$ cat src/shared/gcp_regs.vh
// constants for the command-driven five-pin io port
`ifndef GCP_REGS_VH
`define GCP_REGS_VH
`define GCP_CMD_SET 8'h22
`define GCP_CMD_READ 8'h23
`define GCP_ACK_SET 8'h62
`define GCP_ACK_READ 8'h63
`define GCP_NUM_PINS 5
`define GCP_LVL_HIGH 8'h64
`define GCP_DM_STRONG_UP_RES_DN 3'h0
`define GCP_DM_STRONG_BOTH 3'h1
`define GCP_DM_HIZ 3'h2
`define GCP_DM_RES_UP_STRONG_DN 3'h3
`define GCP_DM_SLOW_UP_HIZ 3'h4
`define GCP_DM_SLOW_BOTH 3'h5
`define GCP_DM_RESERVED 3'h6
`define GCP_DM_HIZ_SLOW_DN 3'h7
`define GCP_CFG_FUNC_BIT 3
`define GCP_CLK_HZ 40000000
`define GCP_PWM_HZ 100
`define GCP_SAMPLE_HZ 32
`define GCP_PWM_STEP_CYC (`GCP_CLK_HZ / (`GCP_PWM_HZ * 100))
`define GCP_SAMPLE_CYC (`GCP_CLK_HZ / `GCP_SAMPLE_HZ)
`define GCP_BOOT_CFG 4'h2
`define GCP_BOOT_LVL 8'h00
`endif

$ cat src/rtl/gcp_command_port.v
// five-pin command-driven io port: command decode, sampling, edges, reply
//
// Contract
// - five user io pins, each shared with a default function.
// - output mode can drive a 100 Hz pwm with programmable duty.
// - sample all pins at 32 Hz independent of queries; keep latest level.
// - latch rising and falling edges per pin since last query of it.
// - level 0 low, 1..99 duty percent, 100 high, 101..255 invalid.
// - three-bit drive mode selects pull/drive strength for one and zero.
// - function bit zero gives default role, one gives user control.
// - set command answered by ack type 0x62 with no data.
// - read command 0x23 with one index; indices 5..255 reserved.
// - reported level is sampled state; sub-interval pulses may be missed.
// - read returns stored requested level 0..100.
// - read returns function bit and drive mode, upper bits zero.
// - pin config captured on store-boot-state and restored at power-up.
// - defaults: 1 power sense, 2 power control, 3 reset, 4 one-wire.
// - drive mode 010 with function clear uses pin as default-role input.
`timescale 1ns/1ps
`include "gcp_regs.vh"
module gcp_command_port
#(
  parameter NUM_PINS = `GCP_NUM_PINS,
  parameter SAMPLE_CYC = `GCP_SAMPLE_CYC,
  parameter PWM_STEP_CYC = `GCP_PWM_STEP_CYC
)
(
  input wire clock,
  input wire rstn,
  input wire cmdValid,
  input wire [7:0] cmdType,
  input wire [1:0] cmdLen,
  input wire [7:0] cmdData0,
  input wire [7:0] cmdData1,
  input wire [7:0] cmdData2,
  input wire storeBoot,
  input wire [NUM_PINS-1:0] pinIn,
  input wire [NUM_PINS-1:0] defOut,
  input wire [NUM_PINS-1:0] defOe,
  output reg rspValid,
  output reg [7:0] rspType,
  output reg [2:0] rspLen,
  output reg [7:0] rspData0,
  output reg [7:0] rspData1,
  output reg [7:0] rspData2,
  output reg [7:0] rspData3,
  output reg cmdError,
  output wire [NUM_PINS-1:0] defRoleIn,
  output wire [NUM_PINS-1:0] pinOut,
  output wire [NUM_PINS-1:0] pinOe,
  output wire [NUM_PINS-1:0] pinPullUp,
  output wire [NUM_PINS-1:0] pinPullDown,
  output wire [NUM_PINS-1:0] pinSlow
);
  reg [31:0] sampleCnt_q;
  reg [31:0] stepCnt_q;
  reg [6:0] phase_q;
  reg [NUM_PINS-1:0] level_q;
  reg [NUM_PINS-1:0] rise_q;
  reg [NUM_PINS-1:0] fall_q;
  reg [7:0] outLvl_q [0:NUM_PINS-1];
  reg [3:0] cfg_q [0:NUM_PINS-1];
  reg [7:0] bootLvl_q [0:NUM_PINS-1];
  reg [3:0] bootCfg_q [0:NUM_PINS-1];
  reg primed_q;
  reg restore_q;
  wire sampleTick;
  wire idxOk;
  wire lvlOk;
  wire cfgOk;
  wire isSet;
  wire isRead;
  wire setOk;
  wire [2:0] idx;
  integer i;
  integer j;

  ////////////////////////////////////////////////////////////////////////////
  // timebases
  assign sampleTick = (sampleCnt_q == SAMPLE_CYC - 1);
  always @(posedge clock or negedge rstn)
  begin
    if (!rstn)
    begin
      sampleCnt_q <= 32'h0;
      stepCnt_q <= 32'h0;
      phase_q <= 7'h0;
    end
    else
    begin
      sampleCnt_q <= sampleTick ? 32'h0 : sampleCnt_q + 32'h1;
      if (stepCnt_q == PWM_STEP_CYC - 1)
      begin
        stepCnt_q <= 32'h0;
        // 100 steps per period gives the 100 Hz frame
        phase_q <= (phase_q == 7'd99) ? 7'h0 : phase_q + 7'h1;
      end
      else
        stepCnt_q <= stepCnt_q + 32'h1;
    end
  end

  ////////////////////////////////////////////////////////////////////////////
  // command decode
  assign idx = cmdData0[2:0];
  assign idxOk = (cmdData0 < NUM_PINS);
  assign lvlOk = (cmdData1 <= `GCP_LVL_HIGH);
  // a reserved mode is refused rather than trusted
  assign cfgOk = (cmdLen < 2'd3) ||
    ((cmdData2[7:4] == 4'h0) && (cmdData2[2:0] != `GCP_DM_RESERVED));
  assign isSet = cmdValid && (cmdType == `GCP_CMD_SET);
  assign isRead = cmdValid && (cmdType == `GCP_CMD_READ) && (cmdLen == 2'd1);
  assign setOk = isSet && (cmdLen >= 2'd2) && idxOk && lvlOk && cfgOk;

  ////////////////////////////////////////////////////////////////////////////
  // sampling, edge capture and pin configuration
  always @(posedge clock or negedge rstn)
  begin
    if (!rstn)
    begin
      level_q <= {NUM_PINS{1'b0}};
      rise_q <= {NUM_PINS{1'b0}};
      fall_q <= {NUM_PINS{1'b0}};
      primed_q <= 1'b0;
      restore_q <= 1'b1;
      for (i = 0; i < NUM_PINS; i = i + 1)
      begin
        outLvl_q[i] <= `GCP_BOOT_LVL;
        cfg_q[i] <= `GCP_BOOT_CFG;
      end
    end
    else
    begin
      restore_q <= 1'b0;
      // first sample only seeds the level: a pulled-up pin would show a false rise
      if (sampleTick)
        primed_q <= 1'b1;
      for (i = 0; i < NUM_PINS; i = i + 1)
      begin
        // query clears only the queried pin; a new edge in that cycle wins
        if (isRead && idxOk && (idx == i))
        begin
          rise_q[i] <= 1'b0;
          fall_q[i] <= 1'b0;
        end
        if (sampleTick)
        begin
          level_q[i] <= pinIn[i];
          if (primed_q && pinIn[i] && !level_q[i])
            rise_q[i] <= 1'b1;
          if (primed_q && !pinIn[i] && level_q[i])
            fall_q[i] <= 1'b1;
        end
        // boot copy first, so a set taken in the same cycle still wins
        if (restore_q)
        begin
          outLvl_q[i] <= bootLvl_q[i];
          cfg_q[i] <= bootCfg_q[i];
        end
        if (setOk && (idx == i))
        begin
          outLvl_q[i] <= cmdData1;
          if (cmdLen == 2'd3)
            cfg_q[i] <= cmdData2[3:0];
        end
      end
    end
  end

  ////////////////////////////////////////////////////////////////////////////
  // boot copy has no reset so it outlives rstn, as a stored boot state must;
  // it is unknown until the first store, so store once while reset is held
  always @(posedge clock)
  begin
    for (j = 0; j < NUM_PINS; j = j + 1)
    begin
      if (storeBoot)
      begin
        bootLvl_q[j] <= outLvl_q[j];
        bootCfg_q[j] <= cfg_q[j];
      end
    end
  end

  ////////////////////////////////////////////////////////////////////////////
  // responses
  always @(posedge clock or negedge rstn)
  begin
    if (!rstn)
    begin
      rspValid <= 1'b0;
      rspType <= 8'h00;
      rspLen <= 3'h0;
      rspData0 <= 8'h00;
      rspData1 <= 8'h00;
      rspData2 <= 8'h00;
      rspData3 <= 8'h00;
      cmdError <= 1'b0;
    end
    else
    begin
      rspValid <= 1'b0;
      cmdError <= 1'b0;
      if (setOk)
      begin
        rspValid <= 1'b1;
        rspType <= `GCP_ACK_SET;
        rspLen <= 3'h0;
      end
      else if (isRead && idxOk)
      begin
        rspValid <= 1'b1;
        rspType <= `GCP_ACK_READ;
        rspLen <= 3'h4;
        rspData0 <= cmdData0;
        rspData1 <= {5'h00, fall_q[idx], rise_q[idx], level_q[idx]};
        rspData2 <= outLvl_q[idx];
        rspData3 <= {4'h0, cfg_q[idx]};
      end
      else if (isSet || (cmdValid && (cmdType == `GCP_CMD_READ)))
        cmdError <= 1'b1;
    end
  end

  ////////////////////////////////////////////////////////////////////////////
  // per-pin drivers
  genvar g;
  generate
    for (g = 0; g < NUM_PINS; g = g + 1)
    begin : pins
      assign defRoleIn[g] = !cfg_q[g][`GCP_CFG_FUNC_BIT] &&
        (cfg_q[g][2:0] == `GCP_DM_HIZ);
      gcp_pin_drive u_drive
      (
        .clock(clock),
        .rstn(rstn),
        .phase(phase_q),
        .level(outLvl_q[g]),
        .driveMode(cfg_q[g][2:0]),
        .userOwned(cfg_q[g][`GCP_CFG_FUNC_BIT]),
        .defOut(defOut[g]),
        .defOe(defOe[g]),
        .pinOut(pinOut[g]),
        .pinOe(pinOe[g]),
        .pinPullUp(pinPullUp[g]),
        .pinPullDown(pinPullDown[g]),
        .pinSlow(pinSlow[g])
      );
    end
  endgenerate
endmodule

$ cat src/rtl/gcp_pin_drive.v
// one pin: pwm generator and drive-mode decode
`timescale 1ns/1ps
`include "gcp_regs.vh"
module gcp_pin_drive
(
  input wire clock,
  input wire rstn,
  input wire [6:0] phase,
  input wire [7:0] level,
  input wire [2:0] driveMode,
  input wire userOwned,
  input wire defOut,
  input wire defOe,
  output reg pinOut,
  output reg pinOe,
  output reg pinPullUp,
  output reg pinPullDown,
  output reg pinSlow
);
  wire pwmBit;
  reg [2:0] dm;
  reg bitVal;
  // 0 low, 1..99 duty, 100 high: compare works for all three
  assign pwmBit = ({1'b0, phase} < level);
  always @*
  begin
    dm = driveMode;
    bitVal = userOwned ? pwmBit : defOut;
    if (!userOwned && !defOe)
      dm = `GCP_DM_HIZ;
  end
  always @(posedge clock or negedge rstn)
  begin
    if (!rstn)
    begin
      pinOut <= 1'b0;
      pinOe <= 1'b0;
      pinPullUp <= 1'b0;
      pinPullDown <= 1'b0;
      pinSlow <= 1'b0;
    end
    else
    begin
      pinOut <= bitVal;
      pinPullUp <= 1'b0;
      pinPullDown <= 1'b0;
      pinSlow <= 1'b0;
      pinOe <= 1'b0;
      case (dm)
        `GCP_DM_STRONG_UP_RES_DN:
        begin
          pinOe <= bitVal;
          pinPullDown <= !bitVal;
        end
        `GCP_DM_STRONG_BOTH:
          pinOe <= 1'b1;
        `GCP_DM_RES_UP_STRONG_DN:
        begin
          pinOe <= !bitVal;
          pinPullUp <= bitVal;
        end
        `GCP_DM_SLOW_UP_HIZ:
        begin
          pinOe <= bitVal;
          pinSlow <= 1'b1;
        end
        `GCP_DM_SLOW_BOTH:
        begin
          pinOe <= 1'b1;
          pinSlow <= 1'b1;
        end
        `GCP_DM_HIZ_SLOW_DN:
        begin
          pinOe <= !bitVal;
          pinSlow <= 1'b1;
        end
        default:
          pinOe <= 1'b0;
      endcase
    end
  end
endmodule

$ cat config.mk
export PLATFORM = sky130hd
export DESIGN_NAME = gcp_command_port
export DESIGN_NICKNAME = d
export VERILOG_FILES = /design/src/rtl/gcp_command_port.v /design/src/rtl/gcp_pin_drive.v
export VERILOG_INCLUDE_DIRS = /design/src /design/src/shared
export SDC_FILE = /design/constraint.sdc
export NUM_CORES = 1
export LEC_CHECK = 0
export BUFFER_PORTS_ARGS = -buffer_cell sky130_fd_sc_hd__buf_2
export CORE_ASPECT_RATIO = 2
export CORE_MARGIN = 8
export CORE_UTILIZATION = 55
export CTS_BUF_LIST = sky130_fd_sc_hd__clkbuf_4
export DETAILED_ROUTE_END_ITERATION = 16
export GPL_TIMING_DRIVEN = 0
export PLACE_DENSITY_LB_ADDON = 0.25
export SYNTH_ARGS = -nofsm -noshare
export SYNTH_HDL_FRONTEND = slang
export SYNTH_SLANG_ARGS = --single-unit
export TNS_END_PERCENT = 5
$ cat constraint.sdc
create_clock -name clock -period 1.85 [get_ports clock]
set_clock_uncertainty 0.05 [all_clocks]
set_input_delay 0.555 -clock clock [delete_from_list [all_inputs] [get_ports clock]]
set_output_delay 0.555 -clock clock [all_outputs]
set_load 0.01 [all_outputs]
==> summary.txt <==
Detailed routing
  – DRC violations left: 0
  – WL per Instance: between 20 and 25 µm
  – Total iterations of the first detailed-routing run: 4
  – DR vias: 9392
  – Routed wire length: about 33000 µm
  – Initial DRC count: a little under 600
  – Number of routed nets with antenna violations: 0
  – Via-per-instance ratio: 5.78

Logic synthesis
  – Top-count cell post-synth: dfrtp_1
  – Ys Warns: 0
  – Top post-synthesis cells by count: 194 x dfrtp_1, 92 x nor2_1, 72 x nand2_1
  – Post-Syn Instances: 1085
  – Synth cell types: 61
  – Synth top area share: between 30 and 40%
  – Post-synth top area cell: dfrtp_1
  – Syn avg cell area: roughly 12 µm²
  – Predominant post-synthesis flop cell: dfrtp_1
  – Asr flop ratio synth: 76.9%
  – FF+latch count, synth: 260
  – Area contributors post-synth: dfrtp_1 39%, edfxtp_1 14%, mux2i_1 3.4%
  – Sequential fraction of the synthesis area: 54.5%
  – Post-Syn Area: 0.0125 mm²
  – Post-synth EDFFs: 60

Status
  – Failing checks: setup timing
  – Status: finished, violations left

Global route
  – M1 GR Usage: 23.1%
  – Busiest grt layer: met2
  – Vias in the first global route: 9846
  – Gr ovfl total: 0
  – First-pass GRT wire length: between 50000 and 60000 µm
  – Grt met3 use: 4.04%
  – Initial antenna violation count: 1
  – Met2 Resource Use GR: 43.8%
  – Overall global routing resource usage: 23.4%
  – Largest net degree at the start of global routing: about 110

Final layout
  – Fin util: around two thirds
  – Final instance area: between 0.015 and 0.02 mm²
  – Layout cell share with drive strength beyond 1: 34.5%
  – Area growth syn-to-layout: 20.8%
  – Nets: 1382

Floorplan
  – Rows: 78
  – Die width: 123 µm
  – Die ar.: 0.0281 mm²
  – Die Height: 229 µm
  – Initial Util: 55.5%
  – Core box area: around 0.023 mm²
  – Num ports: between 100 and 150

Clocking
  – CTS Sinks: 260
  – Clk slew on worst S/H paths: 0.08 ns
  – TritonCTS clock tree: done
  – Root Buffer: clkbuf_4
  – Clock buffer count from CTS: 58
  – Clock buffer depth: 3
  – Number of H-tree levels: 2
  – Clock Latency Late Sink: 0.69 ns

Power
  – Pwr Total: between 10 and 15 mW
  – Power Dens Cells: 844 mW/mm²
  – Pleak: 7.04 nW
  – Worst vdd ir: 573 µV

Critical path
  – Critical path required time: about 2.4 ns
  – Critical path startpoint: stepCnt_q[17]$_DFF_PN0_
  – CP endpoint kind: register
  – CP peak stage delay: 0.51 ns
  – Slowest CP cell: or4_1
  – Critical Path Sink: phase_q[2]$_DFFE_PN0N_
  – Reg-to-reg endpoint: phase_q[2]$_DFFE_PN0N_
  – Buf/Inv on CP: 1
  – Crit Path Category: register to register
  – Maximum fanout along the worst path: 8
  – Reg2Reg Depth: 6
  – CP delay by family, top: simple AND/OR/NAND/NOR gates
  – WP depth: 6
  – Critical path startpoint category: register
  – Signal arrival time at the worst endpoint: approximately 2.8 ns
  – R2R Setup Slk: -0.42 ns
  – R2r startpoint: stepCnt_q[17]$_DFF_PN0_
  – CP Cell Sequence: or4_1 > or4_4 > nor3_4 > buf_12 > nand2_1 > mux2_2

Placement
  – Hpwl dp: 22800 µm
  – PortBufs: ~110
  – GPL Wtd Cong: 0.840
  – Placed Instance Area: 0.0135 mm²
  – Pre-CTS setup slack: -0.966 ns

STA
  – Worst setup margin: -0.420 ns
  – Max-slew violations: 0
  – Fmax: 0.441 GHz
  – Final min period: ~2.3 ns
  – Worst Max-Slew Pin Slew: 0.908 ns
  – Final setup violation count: between 90 and 100
  – Post-route fraction of the period consumed by the critical path: 123%
  – Rel. slew slack: 39.4%
  – RSZ-0062 raised after global routing: yes
  – Final hold vios: 0

Min path
  – Hold Path Class: input pin to register
  – Min-delay src: cmdType[4]

Flow run
  – Max-cap viol count: 0
sequential cells by signal, summed over array words and instances, names as in the netlist, 7 cells and up:
register	count
bootCfg_q	20
bootLvl_q	40
cfg_q	20
outLvl_q	40
phase_q	7
rspData0	8
rspData2	8
sampleCnt_q	32
stepCnt_q	32
kinds of logic (layout without fill, tap and decap cells):
logic type | count (synthesis) | in the layout | synth area share [%]
multiplexers | 95 | 95 | 9.96
AND/OR/NAND/NOR | 338 | 338 | 14.4
flip-flops | 260 | 260 | 54.5
adder cells (fa/ha/maj) | 33 | 33 | 3.30
XOR/XNOR | 59 | 59 | 4.13
other | 1 | 17 | 0.0300
AO/OA/AOI/OAI | 166 | 166 | 7.93
buffers and inverters | 133 | 377 | 5.79
cell type report:
class                   instances  area (µm²)
diodes                          1        2.50
plain buffers                  77         571
clock buffers                  91         683
clock inverters                17        63.8
fillers                      1743        7430
inverters                      54         203
multi-input cells             707        5540
flip-flops and latches        260        6840
well taps                     280         350
repair buffers                138         851
timing repair:
item                                    CTS  global route
setup buffers                            20             5
hold endpoints to repair                 81             0
pin swaps                                22            17
hold buffers                              1             0
gates resized for setup                 121            56
endpoints found under the setup margin  220           179
metrics by stage:
| step | setup TNS (ns) | hold WS [ns] | cells |
|---|---|---|---|
| final | -10.21 | 0.0635 | 1625 |
| after global placement | -760.83 | 0.380 | 1491 |
| after global routing | -16.83 | 0.0498 | 1625 |
| after detailed placement | -102.71 | 0.388 | 1492 |
| after CTS | -11.43 | 0.0249 | 1619 |
| after floorplan | -34.16 | 0.209 | 1100 |
worst min-delay path, delay by kind of cell:
family | cells | cell delay (ns)
and+or+nand+nor | 2 | 0.10
buffers and inverters | 1 | 0.07
AOI/OAI and AO/OA | 1 | 0.04
where the power goes:
part,switching (mW),leakage (nW),internal [mW],total [mW]
Clock,2.26,0.445,2.23,4.48
Combinational,0.865,3.46,0.784,1.65
Sequential,0.316,3.13,6.31,6.62
worst min-delay path by stage:
| stage | end | slack (ns) | depth (start not counted) |
|---|---|---|---|
| 2_1_floorplan | cfg_q[0]$_DFF_PN0_ | 0.21 | 0 |
| 3_3_place_gp | bootCfg_q[0][19]$_DFFE_PP_ | 0.38 | 0 |
| 3_5_place_dp | bootCfg_q[0][19]$_DFFE_PP_ | 0.39 | 0 |
| 4_1_cts | cmdError$_DFF_PN0_ | 0.02 | 4 |
| 5_1_grt | level_q[4]$_DFFE_PN0N_ | 0.05 | 2 |
| 6_report | cmdError$_DFF_PN0_ | 0.06 | 4 |
cell usage in the layout, fill, tap and decap left out, types with 9 or more instances in the layout:
master and n:
mux2i_1 42, clkinv_1 17, mux4_2 15, buf_2 103
a21oi_1 49, o21a_1 11, edfxtp_1 60, o21ai_0 51
nand4b_1 12, conb_1 16, nand4_1 32, ha_1 26
buf_4 71, clkbuf_2 9, dfrtp_2 24, o21ai_1 9
nand3_1 26, dfrtp_1 170, clkbuf_4 94, buf_6 10
nor2_1 87, xnor2_1 33, mux2_4 19, nand2_1 70
mux2_2 19, inv_1 49, a22oi_1 16, nor2b_1 13
xor2_1 26, clkbuf_1 9
routing by layer:
metal | routed length [µm] | part of all wire [%]
met5 | 0 | 0
met3 | 1650 | 5.1
met4 | 1770 | 5.4
met1 | 10900 | 33
met2 | 18200 | 56
Note: power is estimated with default switching activity, not from simulation.
